[src/rtl/sbp_consts.vh]
// register map, control bit positions and reset values of the buffered six-channel pwm
`ifndef SBP_CONSTS_VH
`define SBP_CONSTS_VH

// byte offsets on the apb bus
`define SBP_OFF_CTRL        8'h00
`define SBP_OFF_PERIOD      8'h04
`define SBP_OFF_PERIOD_BUF  8'h08
`define SBP_OFF_DEAD_TIME   8'h0c
`define SBP_OFF_OUT_LATCH   8'h10
`define SBP_OFF_STATUS      8'h14
`define SBP_OFF_PHASE0      8'h20
`define SBP_OFF_PHASE_BUF0  8'h30
`define SBP_OFF_STAGE0      8'h40
`define SBP_OFF_NEXT0       8'h60

// control register bit positions
`define SBP_CTRL_RUN        0
`define SBP_CTRL_DT_EN      1
`define SBP_CTRL_DCWE       2
`define SBP_CTRL_PBTE       3
`define SBP_CTRL_BUF_MODE   4
`define SBP_CTRL_ALV_HIGH   5
`define SBP_CTRL_PORT_EN    6
`define SBP_CTRL_W          7

// status register field positions
`define SBP_STAT_CNT_LSB    0
`define SBP_STAT_FF_LSB     16
`define SBP_STAT_BUSY_LSB   19
`define SBP_STAT_RUN        24

// reset values
`define SBP_RST_CTRL        7'h00
`define SBP_RST_PERIOD      16'hffff
`define SBP_RST_PHASE       16'hffff
`define SBP_RST_DEAD_TIME   10'h000
`define SBP_RST_PATTERN     6'h00
`define SBP_RST_LATCH       6'h15
`define SBP_DT_STOP         10'h3ff

// timing: base counter tick divider default, in system clocks per tick
`define SBP_TICK_DIV        8'h01

`endif

[src/rtl/sbp_pwm.v]
// six-output pwm generator with toothed and buffer modes, dead time and apb registers
//
// Our own choices: the address map and the APB interface to the registers.
`timescale 1ns/100ps
`include "sbp_consts.vh"

module sbp_pwm #(
  parameter [7:0] TICK_DIV = `SBP_TICK_DIV,
  parameter       CNT_W    = 16,
  parameter       DT_W     = 10
) (
  input  wire        pclk,
  input  wire        presetn,
  input  wire        psel,
  input  wire        penable,
  input  wire        pwrite,
  input  wire [7:0]  paddr,
  input  wire [31:0] pwdata,
  output reg  [31:0] prdata,
  output wire        pready,
  output wire        pslverr,
  output wire [5:0]  pwm_out,
  output wire [5:0]  pwm_oe,
  output reg         period_match_irq
);
  localparam [7:0] TICK_LAST = TICK_DIV - 8'h01;

  reg  [`SBP_CTRL_W-1:0] ctrl_r;
  reg  [CNT_W-1:0]       period_compare_r;
  reg  [CNT_W-1:0]       period_compare_buffer_r;
  reg  [DT_W-1:0]        dead_time_value_r;
  reg  [5:0]             output_pattern_latch_r;
  reg  [3*CNT_W-1:0]     phase_compare_r;
  reg  [3*CNT_W-1:0]     phase_compare_buffer_r;
  reg  [35:0]            stage_pattern_r;
  reg  [35:0]            next_pattern_r;
  reg  [CNT_W-1:0]       pwm_base_counter_r;
  reg  [7:0]             div_cnt_r;
  reg  [2:0]             phase_ff_r;
  reg  [5:0]             toothed_out_r;
  reg  [5:0]             latch_nxt;
  reg  [31:0]            rdata_nxt;
  reg                    addr_ok;
  integer                n;

  wire                   counter_run               = ctrl_r[`SBP_CTRL_RUN];
  wire                   dead_time_en              = ctrl_r[`SBP_CTRL_DT_EN];
  wire                   direct_compare_write_en   = ctrl_r[`SBP_CTRL_DCWE];
  wire                   period_buffer_transfer_en = ctrl_r[`SBP_CTRL_PBTE];
  wire                   pwm_mode_sel              = ctrl_r[`SBP_CTRL_BUF_MODE];
  wire                   active_level_sel          = ctrl_r[`SBP_CTRL_ALV_HIGH];
  wire                   port_mode_control         = ctrl_r[`SBP_CTRL_PORT_EN];

  wire                   wr_en    = psel && penable && pwrite;
  wire                   rd_setup = psel && !penable && !pwrite;
  wire [7:0]             phase_off = paddr - `SBP_OFF_PHASE0;
  wire [7:0]             pbuf_off  = paddr - `SBP_OFF_PHASE_BUF0;
  wire [7:0]             stage_off = paddr - `SBP_OFF_STAGE0;
  wire [7:0]             next_off  = paddr - `SBP_OFF_NEXT0;
  wire                   phase_hit = (phase_off[7:4] == 4'h0) && (phase_off[3:2] != 2'b11);
  wire                   pbuf_hit  = (pbuf_off[7:4] == 4'h0) && (pbuf_off[3:2] != 2'b11);
  wire                   stage_hit = (stage_off[7:5] == 3'h0) && (stage_off[4:2] < 3'd6);
  wire                   next_hit  = (next_off[7:5] == 3'h0) && (next_off[4:2] < 3'd6);

  wire                   tick;
  wire                   period_match;
  wire [2:0]             dt_start;
  wire [2:0]             dt_busy;
  wire [2:0]             dt_under;

  // zero-wait slave: every access completes in its first access cycle
  assign pready  = 1'b1;
  assign pslverr = psel && penable && !addr_ok;

  // ------------------------------------------------------------------
  // base counter and its tick divider
  // ------------------------------------------------------------------
  assign tick         = counter_run && (div_cnt_r == TICK_LAST);
  assign period_match = tick && (pwm_base_counter_r == period_compare_r);

  always @(posedge pclk or negedge presetn) begin
    if (!presetn) begin
      div_cnt_r <= 8'h00;
    end else if (!counter_run || tick) begin
      div_cnt_r <= 8'h00;
    end else begin
      div_cnt_r <= div_cnt_r + 8'h01;
    end
  end

  always @(posedge pclk or negedge presetn) begin
    if (!presetn) begin
      pwm_base_counter_r <= {CNT_W{1'b0}};
    end else if (!counter_run) begin
      pwm_base_counter_r <= {CNT_W{1'b0}};
    end else if (period_match) begin
      pwm_base_counter_r <= {CNT_W{1'b0}};
    end else if (tick) begin
      pwm_base_counter_r <= pwm_base_counter_r + {{(CNT_W-1){1'b0}}, 1'b1};
    end
  end

  always @(posedge pclk or negedge presetn) begin
    if (!presetn) begin
      period_match_irq <= 1'b0;
    end else begin
      period_match_irq <= period_match;
    end
  end

  // ------------------------------------------------------------------
  // control, period and dead-time registers
  // ------------------------------------------------------------------
  always @(posedge pclk or negedge presetn) begin
    if (!presetn) begin
      ctrl_r                  <= `SBP_RST_CTRL;
      period_compare_buffer_r <= `SBP_RST_PERIOD;
      dead_time_value_r       <= `SBP_RST_DEAD_TIME;
    end else if (wr_en) begin
      if (paddr == `SBP_OFF_CTRL)
        ctrl_r <= pwdata[`SBP_CTRL_W-1:0];
      if (paddr == `SBP_OFF_PERIOD_BUF)
        period_compare_buffer_r <= pwdata[CNT_W-1:0];
      if (paddr == `SBP_OFF_DEAD_TIME)
        dead_time_value_r <= pwdata[DT_W-1:0];
    end
  end

  // the hardware reload beats a software write landing on the same edge
  always @(posedge pclk or negedge presetn) begin
    if (!presetn) begin
      period_compare_r <= `SBP_RST_PERIOD;
    end else if (period_match && period_buffer_transfer_en) begin
      period_compare_r <= period_compare_buffer_r;
    end else if (wr_en && (paddr == `SBP_OFF_PERIOD)) begin
      period_compare_r <= pwdata[CNT_W-1:0];
    end
  end

  // ------------------------------------------------------------------
  // per-phase compare, flip-flop and dead timer
  // ------------------------------------------------------------------
  genvar g;
  generate
    for (g = 0; g < 3; g = g + 1) begin : g_phase
      wire [CNT_W-1:0] cmp     = phase_compare_r[g*CNT_W +: CNT_W];
      wire [CNT_W-1:0] cmp_buf = phase_compare_buffer_r[g*CNT_W +: CNT_W];
      wire             hit     = tick && (pwm_base_counter_r == cmp);
      reg              ff_nxt;

      always @(posedge pclk or negedge presetn) begin
        if (!presetn) begin
          phase_compare_buffer_r[g*CNT_W +: CNT_W] <= `SBP_RST_PHASE;
        end else if (wr_en && pbuf_hit && (pbuf_off[3:2] == g)) begin
          phase_compare_buffer_r[g*CNT_W +: CNT_W] <= pwdata[CNT_W-1:0];
        end
      end

      always @(posedge pclk or negedge presetn) begin
        if (!presetn) begin
          phase_compare_r[g*CNT_W +: CNT_W] <= `SBP_RST_PHASE;
        end else if (period_match) begin
          phase_compare_r[g*CNT_W +: CNT_W] <= cmp_buf;
        end else if (wr_en && phase_hit) begin
          if (!direct_compare_write_en)
            phase_compare_r[g*CNT_W +: CNT_W] <= cmp_buf;
          else if (phase_off[3:2] == g)
            phase_compare_r[g*CNT_W +: CNT_W] <= pwdata[CNT_W-1:0];
        end
      end

      always @* begin
        ff_nxt = phase_ff_r[g];
        if (!counter_run)
          ff_nxt = 1'b0;
        else if (pwm_mode_sel) begin
          if (hit)
            ff_nxt = !phase_ff_r[g];
        end else if (hit)
          ff_nxt = 1'b0;
        else if (period_match)
          ff_nxt = 1'b1;
      end

      always @(posedge pclk or negedge presetn) begin
        if (!presetn) begin
          phase_ff_r[g] <= 1'b0;
        end else begin
          phase_ff_r[g] <= ff_nxt;
        end
      end

      // clearing run drops the flip-flops silently: no dead interval is started then
      assign dt_start[g] = counter_run && (ff_nxt != phase_ff_r[g]);

      sbp_dead_timer #(
        .W (DT_W)
      ) u_dead_timer (
        .pclk      (pclk),
        .presetn   (presetn),
        .en        (dead_time_en),
        .start     (dt_start[g]),
        .load_val  (dead_time_value_r),
        .busy      (dt_busy[g]),
        .underflow (dt_under[g])
      );

      // toothed mode: each side is active only once the dead interval has run out,
      // so a zero compare leaves tick width minus dead time, possibly nothing
      always @(posedge pclk or negedge presetn) begin
        if (!presetn) begin
          toothed_out_r[2*g]   <= 1'b1;
          toothed_out_r[2*g+1] <= 1'b0;
        end else begin
          toothed_out_r[2*g]   <= active_level_sel ~^ (phase_ff_r[g] && !dt_busy[g]);
          toothed_out_r[2*g+1] <= active_level_sel ~^ (!phase_ff_r[g] && !dt_busy[g]);
        end
      end
    end
  endgenerate

  // ------------------------------------------------------------------
  // pattern registers
  // ------------------------------------------------------------------
  generate
    for (g = 0; g < 6; g = g + 1) begin : g_pattern
      always @(posedge pclk or negedge presetn) begin
        if (!presetn) begin
          next_pattern_r[6*g +: 6] <= `SBP_RST_PATTERN;
        end else if (wr_en && next_hit && (next_off[4:2] == g)) begin
          next_pattern_r[6*g +: 6] <= pwdata[5:0];
        end
      end

      always @(posedge pclk or negedge presetn) begin
        if (!presetn) begin
          stage_pattern_r[6*g +: 6] <= `SBP_RST_PATTERN;
        end else if (period_match) begin
          stage_pattern_r[6*g +: 6] <= next_pattern_r[6*g +: 6];
        end else if (wr_en && stage_hit && (stage_off[4:2] == g)) begin
          stage_pattern_r[6*g +: 6] <= pwdata[5:0];
        end
      end
    end
  endgenerate

  // ------------------------------------------------------------------
  // output latch: later assignments win, so walk from lowest priority up;
  // a software write yields to any hardware transfer on the same edge
  // ------------------------------------------------------------------
  always @* begin
    latch_nxt = output_pattern_latch_r;
    if (wr_en && (paddr == `SBP_OFF_OUT_LATCH))
      latch_nxt = pwdata[5:0];
    for (n = 2; n >= 0; n = n - 1) begin
      if (dt_start[n])
        latch_nxt = stage_pattern_r[12*n +: 6];
      if (dt_under[n])
        latch_nxt = stage_pattern_r[12*n+6 +: 6];
    end
  end

  always @(posedge pclk or negedge presetn) begin
    if (!presetn) begin
      output_pattern_latch_r <= `SBP_RST_LATCH;
    end else if (pwm_mode_sel) begin
      output_pattern_latch_r <= latch_nxt;
    end else if (wr_en && (paddr == `SBP_OFF_OUT_LATCH)) begin
      output_pattern_latch_r <= pwdata[5:0];
    end
  end

  // buffer mode shows the latch as is, with no polarity applied
  assign pwm_out = pwm_mode_sel ? output_pattern_latch_r : toothed_out_r;
  assign pwm_oe  = {6{port_mode_control}};

  // ------------------------------------------------------------------
  // apb read path: data captured in the setup cycle, valid in access
  // ------------------------------------------------------------------
  always @* begin
    rdata_nxt = 32'h0000_0000;
    addr_ok   = 1'b1;
    if (paddr[1:0] != 2'b00)
      addr_ok = 1'b0;
    else if (paddr == `SBP_OFF_CTRL)
      rdata_nxt[`SBP_CTRL_W-1:0] = ctrl_r;
    else if (paddr == `SBP_OFF_PERIOD)
      rdata_nxt[CNT_W-1:0] = period_compare_r;
    else if (paddr == `SBP_OFF_PERIOD_BUF)
      rdata_nxt[CNT_W-1:0] = period_compare_buffer_r;
    else if (paddr == `SBP_OFF_DEAD_TIME)
      rdata_nxt[DT_W-1:0] = dead_time_value_r;
    else if (paddr == `SBP_OFF_OUT_LATCH)
      rdata_nxt = 32'h0000_0000; // write-only, reads as zero
    else if (paddr == `SBP_OFF_STATUS) begin
      rdata_nxt[`SBP_STAT_CNT_LSB +: CNT_W] = pwm_base_counter_r;
      rdata_nxt[`SBP_STAT_FF_LSB +: 3]      = phase_ff_r;
      rdata_nxt[`SBP_STAT_BUSY_LSB +: 3]    = dt_busy;
      rdata_nxt[`SBP_STAT_RUN]              = counter_run;
    end else if (phase_hit)
      rdata_nxt[CNT_W-1:0] = phase_compare_r[phase_off[3:2]*CNT_W +: CNT_W];
    else if (pbuf_hit)
      rdata_nxt[CNT_W-1:0] = phase_compare_buffer_r[pbuf_off[3:2]*CNT_W +: CNT_W];
    else if (stage_hit)
      rdata_nxt[5:0] = stage_pattern_r[stage_off[4:2]*6 +: 6];
    else if (next_hit)
      rdata_nxt[5:0] = next_pattern_r[next_off[4:2]*6 +: 6];
    else
      addr_ok = 1'b0;
  end

  always @(posedge pclk or negedge presetn) begin
    if (!presetn) begin
      prdata <= 32'h0000_0000;
    // status shows the counter as it stood in the setup cycle
    end else if (rd_setup) begin
      prdata <= rdata_nxt;
    end
  end

endmodule // sbp_pwm

[src/rtl/sbp_dead_timer.v]
// one dead-time down counter with start and underflow events
`timescale 1ns/100ps
module sbp_dead_timer #(
  parameter W = 10
) (
  input  wire         pclk,
  input  wire         presetn,
  input  wire         en,
  input  wire         start,
  input  wire [W-1:0] load_val,
  output wire         busy,
  output wire         underflow
);
  localparam [W-1:0] STOP = {W{1'b1}};

  reg  [W-1:0] cnt_r;

  // counter runs load_val..0 then wraps to all ones: load_val+1 clocks busy
  always @(posedge pclk or negedge presetn) begin
    if (!presetn) begin
      cnt_r <= STOP;
    end else if (!en) begin
      cnt_r <= STOP;
    end else if (start) begin
      cnt_r <= load_val;
    end else if (cnt_r != STOP) begin
      cnt_r <= cnt_r - {{(W-1){1'b0}}, 1'b1};
    end
  end

  assign busy = (cnt_r != STOP);
  // with insertion off the interval collapses: underflow coincides with start
  assign underflow = en ? ((cnt_r == {W{1'b0}}) && !start) : start;

endmodule // sbp_dead_timer

[config.mk]
export PLATFORM = sky130hd
export DESIGN_NAME = sbp_pwm
export DESIGN_NICKNAME = d
export VERILOG_FILES = /design/src/rtl/sbp_pwm.v /design/src/rtl/sbp_dead_timer.v
export VERILOG_INCLUDE_DIRS = /design/src /design/src/rtl
export SDC_FILE = /design/constraint.sdc
export NUM_CORES = 1
export LEC_CHECK = 0
export BUFFER_PORTS_ARGS = -buffer_cell sky130_fd_sc_hd__buf_4
export CAP_MARGIN = 30
export CORE_UTILIZATION = 50
export DETAILED_ROUTE_END_ITERATION = 8
export PLACE_DENSITY = 0.76
export SLEW_MARGIN = 10
export SYNTH_ARGS = -nofsm -noshare
export SYNTH_HDL_FRONTEND = slang
export SYNTH_SLANG_ARGS = --single-unit
[constraint.sdc]
create_clock -name pclk -period 3 [get_ports pclk]
set_input_delay 0.15 -clock pclk [delete_from_list [all_inputs] [get_ports pclk]]
set_output_delay 0.15 -clock pclk [all_outputs]
set_load 0.05 [all_outputs]
==> results.yml, run 1 <==
outcome:
  status: "finished, final reports clean"
worst_hold_path:
  min_path_type: "in -> reg"
  hold_start: "pwdata[4]"
  worstHoldEndpoint: "next_pattern_r[28]$_DFFE_PN0P_"
  whs_path_depth: 2
global_routing:
  grt_pass1_vias: 14400
  antenna_found_initial: 0
  grt_max_degree: 84
  gr-total-overflow: 0
  grt_first_pass_wirelength_um: 79700
  track_usage_pct: 28.6
worst_setup_path:
  timing.critical_path.depth: 11
  cp_max_fo: 6
  worstSetupEndpointType: "flip-flop"
  r2r_start: "pwm_base_counter_r[8]$_DFFE_PN0P_"
  cpPeakStageDelay_ns: 0.40
  reg2reg_depth: 11
  start_kind: "flip-flop"
  crit_chain: "buf_6 -> xor2_1 -> nor4_2 -> buf_4 -> nand4_1 -> and3_4 -> o21ai_4 -> mux2_4 -> a221o_1 -> o221ai_2 -> nand3_1"
  critPathSlowestCell: "dfrtp_1"
  crit_type: "reg -> reg"
  crit_arrival_ns: 3.37
  crit_buf_inv: 2
  crit_required_ns: 3.41
  crit_family: "simple AND/OR/NAND/NOR gates"
  r2r_end: "output_pattern_latch_r[1]$_DFF_PN0_"
  r2r_slack_ns: 0.03
layout:
  diodes: 0
  areaGrowthSynthToFinish_pct: 15.6
  final_common_cell: "nand2_1"
  mostFrequentLayoutCells: "268 x nand2_1, 217 x o21ai_0, 164 x dfstp_2"
  drive_above_1_share_pct: 27.2
  layout.nets: 1948
  fin_area_sq_mm: 0.0200
synthesis:
  avgSynthCellArea_sq_um: 9.63
  yosysSeqAreaShare_pct: 46.1
  ys_types: 67
  async_flop_share_pct: 100
  synthFlopType: "dfstp_2"
  ys_seq_elements: 310
  synth_edf_count: 0
  synthCells: 1794
  yosysWarnings: 0
  synth_area_sq_mm: 0.0173
floorplan:
  initial_core_util_pct: 51.1
  fp-row-count: 67
  die_y_um: 188
  dieArea_sq_mm: 0.0353
  core_area_sq_mm: 0.0338
  die_x_um: 188
  num_io_pins: 92
clock_network:
  ctsRootBufferMaster: "clkbuf_16"
  h-tree-depth: 2
  path_clk_slew_ns: 0.06
  cts_buffers: 35
  cts_max_path_buffers: 3
  clock-sinks: 310
  clkLatencyLatePin_ns: 0.54
  cts_tree: "done"
routing:
  via_count: 14600
  wl_per_cell_um: 21.2
  vias_per_cell: 6.20
  drc: 0
  first_pass_iters: 6
  antenna_left: 0
  drt_wl_total_um: 50100
  drt_iter0_markers: 1745
sta:
  post-route-min-period_ns: 2.97
  finalHoldWorstSlack_ns: 0.0358
  fin_ws_ns: 0.0342
  setup_violations: 0
  fmax_mhz: 337
  rsz0062_at_grt: "true"
  final.setup.tns_ns: 0
  finalClockSkew_ns: 0.0171
  slew_headroom_pct: 39.5
  worst_pin_slew_ns: 0.900
  hold_viol: 0
  drv_slew: 0
  fin_crit_sh_pct: 98.9
place:
  place_area_sq_mm: 0.0186
  dp_hpwl_um: 34400
  io_buffers: 65
  place_ws_ns: -0.0866
  globalplace.congestion: 0.954
power_and_ir_drop:
  irDropWorstVdd_uv: 432
  p_leak_uw: 0.00843
  p_per_area_mw_per_mm2: 531
run:
  drv_cap: 0
## flip-flops by register name, summed over array words and instances, names as in the netlist, 10 cells and up
name / cells
g_phase.cmp: 48
g_phase.cmp_buf: 48
next_pattern_r: 36
stage_pattern_r: 36
g_phase.u_dead_timer.cnt_r: 30
prdata: 23
period_compare_buffer_r: 16
period_compare_r: 16
pwm_base_counter_r: 16
dead_time_value_r: 10
## Yosys cell counts (3+ instances only)
| library cell | instances | area (sq um) |
|---|---|---|
| dfrtp_1 | 146 | 3650 |
| mux2i_1 | 103 | 1030 |
| dfstp_2 | 164 | 4310 |
| and4_1 | 3 | 26.3 |
| a22oi_1 | 41 | 308 |
| o21ai_0 | 217 | 1090 |
| xor2_1 | 72 | 631 |
| mux4_2 | 13 | 293 |
| mux2_2 | 82 | 923 |
| o22ai_1 | 6 | 37.5 |
| and2_1 | 5 | 31.3 |
| and3_1 | 19 | 119 |
| ha_1 | 18 | 225 |
| xnor2_2 | 4 | 65.1 |
| inv_1 | 37 | 139 |
| nor3_1 | 14 | 70.1 |
| o31ai_1 | 13 | 97.6 |
| a22o_1 | 14 | 123 |
| a221o_1 | 4 | 40.0 |
| or2_2 | 3 | 18.8 |
| buf_4 | 21 | 158 |
| clkbuf_1 | 73 | 274 |
| o21ai_1 | 3 | 15.0 |
| nand2_1 | 268 | 1010 |
| a222oi_1 | 12 | 120 |
| a31o_2 | 6 | 52.6 |
| buf_6 | 6 | 67.6 |
| o221ai_1 | 6 | 52.6 |
| buf_2 | 19 | 95.1 |
| buf_1 | 14 | 52.6 |
| nand3_1 | 38 | 190 |
| nand2b_1 | 14 | 87.6 |
| o21a_1 | 4 | 30.0 |
| xnor2_1 | 30 | 263 |
| nor2_1 | 108 | 405 |
| nand4_1 | 17 | 106 |
| a2111oi_0 | 4 | 35.0 |
| o211ai_1 | 3 | 22.5 |
| nor4_1 | 21 | 131 |
| nor2b_1 | 6 | 37.5 |
| a21oi_1 | 109 | 546 |
## metal layers
metal  track usage (%)  wire length [um]  up-vias
met1              38.5             20700     7288
met4              11.6              1830        0
li1                  -                 -     6505
met5                 0                 0        -
met2              46.5             23800      677
met3              4.10              3810      153
## how the worst max path moves through the flow
stage	from	to
6_report	pwm_base_counter_r[8]$_DFFE_PN0P_	output_pattern_latch_r[1]$_DFF_PN0_
5_1_grt	pwm_base_counter_r[13]$_DFFE_PN0P_	output_pattern_latch_r[1]$_DFF_PN0_
4_1_cts	g_phase[1].cmp[15]$_DFFE_PN1P_	output_pattern_latch_r[5]$_DFF_PN0_
3_5_place_dp	pwm_base_counter_r[14]$_DFFE_PN0P_	output_pattern_latch_r[0]$_DFF_PN1_
3_3_place_gp	g_phase[1].cmp[15]$_DFFE_PN1P_	output_pattern_latch_r[5]$_DFF_PN0_
2_1_floorplan	pwm_base_counter_r[3]$_DFFE_PN0P_	output_pattern_latch_r[5]$_DFF_PN0_
## where the power goes
part / leakage, uW / total [uW] / internal, uW / switching (uW)
Combinational: 0.00434 / 1430 / 565 / 864
Clock: 0.000567 / 4330 / 2560 / 1770
Sequential: 0.00352 / 4840 / 4570 / 270
## worst register-to-register path, stage by stage (launching register included)
cell and delay, ns:
dfrtp_1 0.40, buf_6 0.14, xor2_1 0.16, nor4_2 0.32, buf_4 0.18, nand4_1 0.23
and3_4 0.26, o21ai_4 0.15, mux2_4 0.37, a221o_1 0.37, o221ai_2 0.16, nand3_1 0.11
## cells by family after synthesis
logic type | count (synthesis) | synth area share (%)
xor gates and xnor gates | 106 | 5.55
buffers and inverters | 170 | 4.55
DFF | 310 | 46.1
adders and majority gates | 18 | 1.30
and+or+nand+nor | 532 | 13.7
other | 2 | 0.0435
muxes | 199 | 13.1
AOI/OAI and AO/OA | 457 | 15.7
## stage by stage
step | total power (uW) | utilization, % | instances
after floorplan | 5790 | - | 1802
after global placement | 6230 | 55.0 | 2280
after detailed placement | 6290 | 55.0 | 2281
after CTS | 10600 | 58.9 | 2357
after global routing | 11000 | 59.1 | 2360
final | 10600 | 59.1 | 2360
## repair_timing
item | 4_1_cts | 5_1_grt
setup endpoints to repair | 2 | 28
setup buffers | 0 | 3
pin swaps | 0 | 9
hold buffers | 12 | 0
endpoints found under the hold margin | 114 | 0
gates resized for setup | 2 | 18
## final cells by class
class,instances,area [sq um]
Inverter,37,139
Clock inverter,7,100
Sequential cell,310,7970
Multi-Input combinational cell,1322,8650
Clock buffer,57,1070
Tap cell,448,561
Fill cell,2759,13800
Timing Repair Buffer,179,1490
(Power assumes the default switching activity.)
==> run 2: changes to the inputs <==
--- a/config.mk
+++ b/config.mk
@@ -6,6 +6,7 @@
 export SDC_FILE = /design/constraint.sdc
 export NUM_CORES = 1
 export LEC_CHECK = 0
+export ABC_AREA = 1
 export BUFFER_PORTS_ARGS = -buffer_cell sky130_fd_sc_hd__buf_4
 export CAP_MARGIN = 30
 export CORE_UTILIZATION = 50
==> results.yml, run 2 <==
worst_hold_path:
  min_path_type: "in -> async"
outcome:
  status: "finished, final reports clean"
synthesis:
  synth_common_cells: "580 x nand2_1, 237 x o21ai_0, 210 x nor2_1"
  synthFlopType: "dfstp_2"
  ys_types: 57
  synth_top_area_share_pct: 24.7
  ys_seq_elements: 310
  post-synth-top-count-cell: "nand2_1"
  yosysWarnings: 0
  avgSynthCellArea_sq_um: 7.79
  yosys.area.top_type: "dfstp_2"
  yosysSeqAreaShare_pct: 45.6
  synth_area_sq_mm: 0.0175
  async_flop_share_pct: 100
  synthCells: 2241
  synth_edf_count: 0
  yosys-top-cells-area: "dfstp_2 25%, dfrtp_1 21%, nand2_1 12%"
place:
  dp_cells: 2693
  place_area_sq_mm: 0.0184
  io_buffers: 65
  place_ws_ns: 0.218
  globalplace.congestion: 0.991
  dp_hpwl_um: 38800
sta:
  finalClockSkew_ns: 0.0180
  setup_violations: 0
  fin_crit_sh_pct: 92.4
  slew_headroom_pct: 32.6
  drv_slew: 0
  fin_ws_ns: 0.228
  rsz0062_at_grt: "true"
  hold_viol: 0
  fmax_mhz: 361
  post-route-min-period_ns: 2.77
  worst_pin_slew_ns: 1.01
power_and_ir_drop:
  p_leak_uw: 0.00873
  p_per_area_mw_per_mm2: 540
  irDropWorstVdd_uv: 366
layout:
  drive_above_1_share_pct: 17.5
  mostFrequentLayoutCells: "579 x nand2_1, 237 x o21ai_0, 209 x nor2_1"
  diodes: 0
  instances_no_fill: 2776
  fin_area_sq_mm: 0.0198
  seq_area_sq_mm: 0.00796
  layout.nets: 2357
  multi_input_area_sq_mm: 0.00799
  fillers: 3064
  final_common_cell: "nand2_1"
  areaGrowthSynthToFinish_pct: 13.2
worst_setup_path:
  r2r_slack_ns: 0.23
  crit_type: "reg -> reg"
  crit_required_ns: 3.46
  r2r_end: "g_phase[1].u_dead_timer.cnt_r[1]$_DFFE_PN1P_"
  crit_family: "simple AND/OR/NAND/NOR gates"
  cpPeakStageDelay_ns: 0.57
  r2r_start: "pwm_base_counter_r[14]$_DFFE_PN0P_"
  worstSetupEndpointType: "flip-flop"
  reg2reg_depth: 15
  crit_arrival_ns: 3.23
  crit_chain: "inv_1 -> nand2_1 -> nand4_1 -> nor3_1 -> nand3_1 -> nor2_1 -> nor2_1 -> nand2_1 -> nand2_1 -> nand2_1 -> buf_4 -> inv_2 -> nor3_2 -> a211oi_1 -> a21oi_1"
  start_kind: "flip-flop"
  crit_buf_inv: 3
  critPathSlowestCell: "dfrtp_1"
  cp_common_cell: "nand2_1"
  cp_max_fo: 17
global_routing:
  grt_use_met3_pct: 7.08
  grt_max_degree: 78
  track_usage_pct: 31.3
  gr-total-overflow: 0
  grt_use_met1_pct: 44.2
  antenna_found_initial: 0
  globalRoute.busiestLayer: "met2"
  grt_first_pass_wirelength_um: 87100
  grt_pass1_vias: 15600
  grt_util_met2_pct: 46.6
floorplan:
  die_x_um: 189
  initial_core_util_pct: 50.7
  core_area_sq_mm: 0.0345
  fp-row-count: 68
  num_io_pins: 92
  dieArea_sq_mm: 0.0357
  die_y_um: 189
clock_network:
  ctsRootBufferMaster: "clkbuf_16"
  clkLatencyLatePin_ns: 0.54
  cts_tree: "done"
  cts_max_path_buffers: 3
  path_clk_slew_ns: 0.06
  cts_buffers: 37
  h-tree-depth: 2
  clock-sinks: 310
routing:
  drt_wl_total_um: 54400
  via_count: 16100
  wl_per_cell_um: 19.6
  drc: 0
  vias_per_cell: 5.81
  antenna_left: 0
  drt_iter0_markers: 1823
  first_pass_iters: 8
run:
  drv_cap: 0
## run 2: cell types whose count changed in the layout (fill, tap and decap cells not counted), sizes merged, moves of 35 or more
cell    delta
nand2    +325
o21ai     +39
a22oi     -39
nand3     +47
buf       -45
o211ai    +45
nor2     +110
a31oi     +35
mux2      -83
mux2i    -103
a21oi     -43
inv      +184
o22ai     +39
## run 2: worst max path at each step
stage,startpoint,to,slack [ns],depth (start not counted)
detailed placement,pwm_base_counter_r[12]$_DFFE_PN0P_,period_compare_r[8]$_DFFE_PN1P_,0.22,12
global route,pwm_base_counter_r[12]$_DFFE_PN0P_,period_compare_r[4]$_DFFE_PN1P_,-0.004,13
global placement,div_cnt_r[0]$_DFF_PN0_,output_pattern_latch_r[4]$_DFF_PN1_,0.33,20
finish,pwm_base_counter_r[14]$_DFFE_PN0P_,g_phase[1].u_dead_timer.cnt_r[1]$_DFFE_PN1P_,0.23,15
floorplan,paddr[3],pslverr,0.74,12
CTS,div_cnt_r[0]$_DFF_PN0_,output_pattern_latch_r[4]$_DFF_PN1_,0.21,20
## run 2: per-stage QoR
stage | TNS (ns) | util (%) | power, uW | hold WS [ns]
floorplan | 0 | - | 5660 | -0.146
global placement | 0 | 53.3 | 6120 | 0.186
detailed placement | 0 | 53.3 | 6150 | 0.189
CTS | 0 | 57.3 | 10700 | 0.226
global route | -0.00388 | 57.3 | 11100 | 0.258
finish | 0 | 57.3 | 10700 | 0.208
## run 2: worst register-to-register path, cell delays in order, from the launching register on
cell and delay, ns:
dfrtp_1 0.57, inv_1 0.15, nand2_1 0.09, nand4_1 0.09, nor3_1 0.33, nand3_1 0.25
nor2_1 0.16, nor2_1 0.06, nand2_1 0.07, nand2_1 0.07, nand2_1 0.11, buf_4 0.24
inv_2 0.11, nor3_2 0.18, a211oi_1 0.07, a21oi_1 0.13
## run 2: area by class of cell
| cell class | count | share of cell area [%] |
|---|---|---|
| Sequential cell | 310 | 40.3 |
| Tap cell | 455 | 2.88 |
| Inverter | 224 | 4.28 |
| Clock buffer | 59 | 5.67 |
| Multi-Input combinational cell | 1582 | 40.4 |
| Timing Repair Buffer | 139 | 5.98 |
| Clock inverter | 7 | 0.462 |
## run 2: per-layer routing
layer,part of all wire (%),wire (um)
met1,42,23100
met2,43,23500
met3,11,5750
met4,3.7,2000
met5,0,0
## run 2: kinds of logic after synthesis
group                    after synthesis  synth area share, %
flip-flops                           310                 45.6
other                                  2               0.0430
AND/OR/NAND/NOR                      954                 22.6
AO/OA/AOI/OAI                        524                 17.9
adder cells (fa/ha/maj)               18                 1.29
XOR/XNOR                              76                 3.81
buffers and inverters                357                 8.80
## run 2: power by group
part / internal, uW / total [uW] / switching [uW]
logic: 454 / 1220 / 768
registers: 4620 / 4920 / 300
clock network: 2730 / 4520 / 1790
## run 2: what timing repair did
item                                    CTS  global route
gates resized for setup                   0             2
hold endpoints to repair                 84             0
buffers inserted                          0             0
hold buffers                             17             0
endpoints found under the setup margin    0             6
==> run 3: changes to the inputs <==
--- a/config.mk
+++ b/config.mk
@@ -15,4 +15,5 @@
 export SLEW_MARGIN = 10
 export SYNTH_ARGS = -nofsm -noshare
 export SYNTH_HDL_FRONTEND = slang
+export SYNTH_HIERARCHICAL = 1
 export SYNTH_SLANG_ARGS = --single-unit
==> results.yml, run 3 <==
worst_setup_path:
  cpPeakStageDelay_ns: 0.39
  crit_chain: "inv_2 -> ha_4 -> nand2_2 -> nor3_4 -> nand3_4 -> nor3_4 -> nand3_4 -> nor2_2 -> nor2_1 -> o21ai_1 -> nand2_1 -> nand2_2 -> inv_2 -> nor2_4 -> nand2_2 -> o22ai_4 -> inv_2 -> buf_4 -> o21ai_1 -> inv_1 -> nand2_1 -> a21boi_1"
  critPathSlowestCell: "dfrtp_1"
  crit_arrival_ns: 3.25
  cp_max_fo: 10
  start_kind: "flip-flop"
  worstSetupEndpointType: "flip-flop"
  reg2reg_depth: 22
  crit_required_ns: 3.41
  r2r_end: "output_pattern_latch_r[3]$_DFF_PN0_"
  endpoint: "output_pattern_latch_r[3]$_DFF_PN0_"
  r2r_slack_ns: 0.16
  cp-startpoint: "div_cnt_r[0]$_DFF_PN0_"
  crit_type: "reg -> reg"
  r2r_start: "div_cnt_r[0]$_DFF_PN0_"
synthesis:
  synthFlopType: "dfstp_2"
  synth_top_area_share_pct: 24.1
  synth_area_sq_mm: 0.0178
  synth_common_cells: "676 x nand2_1, 275 x o21ai_0, 230 x inv_1"
  avgSynthCellArea_sq_um: 7.55
  post-synth-top-count-cell: "nand2_1"
  synth_edf_count: 0
  yosys.area.top_type: "dfstp_2"
  ys_types: 54
  ys_seq_elements: 310
  yosysWarnings: 6
  yosysSeqAreaShare_pct: 44.6
  yosys-top-cells-area: "dfstp_2 24%, dfrtp_1 20%, nand2_1 14%"
  synthCells: 2365
  async_flop_share_pct: 100
worst_hold_path:
  min_path_type: "in -> reg"
power_and_ir_drop:
  power_uw: 11000
  p_switching_uw: 2950
  p_per_area_mw_per_mm2: 532
  swShare_pct: 26.9
  power.internal_uw: 8030
  power_frac_comb_pct: 12.0
  irDropWorstVdd_uv: 352
  clkPwrFrac_pct: 43.6
  p_leak_uw: 0.00943
  seqPwrFrac_pct: 44.5
routing:
  drt_iter0_markers: 1985
  wl_per_cell_um: 19.4
  antenna_left: 0
  via_count: 17100
  drc: 0
  first_pass_iters: 6
  drt_wl_total_um: 57200
  vias_per_cell: 5.80
global_routing:
  gr-total-overflow: 0
  grt_max_degree: 92
  grt_use_met1_pct: 44.2
  grt_util_met2_pct: 48.0
  track_usage_pct: 31.8
  antenna_found_initial: 1
  grt_first_pass_wirelength_um: 89600
  globalRoute.busiestLayer: "met2"
  grt_pass1_vias: 16200
  grt_use_met3_pct: 7.20
sta:
  fmax_mhz: 352
  drv_slew: 0
  hold_viol: 0
  fin_ws_ns: 0.157
  worst_pin_slew_ns: 0.702
  slew_headroom_pct: 53.2
  fin_crit_sh_pct: 94.8
  post-route-min-period_ns: 2.84
  finalHoldWorstSlack_ns: 0.0328
  setup_violations: 0
  finalClockSkew_ns: 0.0250
outcome:
  status: "finished, final reports clean"
layout:
  drive_above_1_share_pct: 20.1
  fin_area_sq_mm: 0.0206
  diodes: 0
  areaGrowthSynthToFinish_pct: 15.7
  final_common_cell: "nand2_1"
  seq_area_sq_mm: 0.00796
  multi_input_area_sq_mm: 0.00837
  layout.nets: 2521
  fillers: 3060
  mostFrequentLayoutCells: "673 x nand2_1, 274 x o21ai_0, 225 x inv_1"
floorplan:
  core_area_sq_mm: 0.0348
  die_x_um: 191
  fp-row-count: 68
  die_y_um: 191
  num_io_pins: 92
  dieArea_sq_mm: 0.0365
  initial_core_util_pct: 51.3
place:
  io_buffers: 65
  globalplace.congestion: 0.984
  dp_hpwl_um: 40700
  place_area_sq_mm: 0.0190
  place_ws_ns: -0.148
clock_network:
  h-tree-depth: 2
  ctsRootBufferMaster: "clkbuf_16"
  cts_max_path_buffers: 3
  cts_tree: "done"
  clkLatencyLatePin_ns: 0.55
  cts_buffers: 36
  path_clk_slew_ns: 0.06
  clock-sinks: 310
run:
  drv_cap: 0
==> run 3: cell count changes in the layout (fill, tap and decap cells not counted), sizes merged, moves of 21 or more <==
cell / before / now
o21ai: 260 / 320
nor2: 218 / 196
nand2: 593 / 686
o211ai: 48 / 17
o221ai: 18 / 46
buf: 122 / 156
inv: 222 / 278
a22oi: 2 / 23
==> run 3: through the flow <==
step | setup TNS (ns) | utilization, % | cells
2_1_floorplan | 0 | - | 2373
3_3_place_gp | 0 | 54.7 | 2857
3_5_place_dp | -0.738 | 54.7 | 2857
4_1_cts | 0 | 58.9 | 2938
5_1_grt | -0.262 | 59.3 | 2943
6_report | 0 | 59.3 | 2943
==> run 3: cells by family after synthesis <==
family | Yosys count | share of synthesized area (%)
buffers and inverters | 401 | 9.43
other | 2 | 0.0421
AO/OA/AOI/OAI | 584 | 19.2
AND/OR/NAND/NOR | 1006 | 23.4
flip-flops | 310 | 44.6
XOR/XNOR | 47 | 2.31
adder cells (fa/ha/maj) | 15 | 1.05
==> run 3: how the worst min path moves through the flow <==
stage / from / to / slack [ns] / cells after the start
after floorplan: presetn / ctrl_r[0]$_DFFE_PN0P_ / -0.15 / 0
after global placement: presetn / prdata[14]$_DFFE_PN0P_ / 0.22 / 1
after detailed placement: presetn / prdata[13]$_DFFE_PN0P_ / 0.22 / 1
after CTS: pwdata[11] / g_phase[1].cmp[11]$_DFFE_PN1P_ / 0.005 / 5
after global routing: pwdata[11] / g_phase[1].cmp[11]$_DFFE_PN1P_ / 0.07 / 5
final: pwdata[11] / g_phase[1].cmp[11]$_DFFE_PN1P_ / 0.03 / 5
==> run 3: worst max-delay path: cells and delay by family, from the launching register on <==
family          cells  cell delay, ns
buf+inv             5            0.40
simple gates       12            1.38
fa+ha+maj           1            0.15
compound gates      4            0.39
flops               1            0.39
==> run 3: power by group through the flow <==
stage	clock network [uW]	registers [uW]	logic [uW]
after global placement	0	4920	1230
final	4790	4880	1320
after detailed placement	0	4930	1250
after global routing	4970	4910	1460
after CTS	4830	4860	1280
after floorplan	0	4840	813
==> run 3: cell type report <==
class	count	share of cell area, %
well taps	455	2.76
flip-flops and latches	310	38.6
multi-input cells	1662	40.6
inverters	279	5.08
clock inverters	14	1.15
clock buffers	51	5.08
repair buffers	172	6.79
==> run 3: repair_timing <==
| item | 4_1_cts | 5_1_grt |
|---|---|---|
| setup endpoints to repair | 6 | 6 |
| pin swaps | 0 | 11 |
| resized for setup | 5 | 31 |
| hold buffers | 16 | 0 |
| endpoints found under the hold margin | 76 | 0 |
| buffers inserted | 0 | 5 |
==> run 3: routing by layer <==
metal  vias to the layer above  share of wire, %
met5                         -              0.10
met4                         4               3.7
met3                       156                10
met2                       900                44
met1                      8026                42
li1                       7970                 -
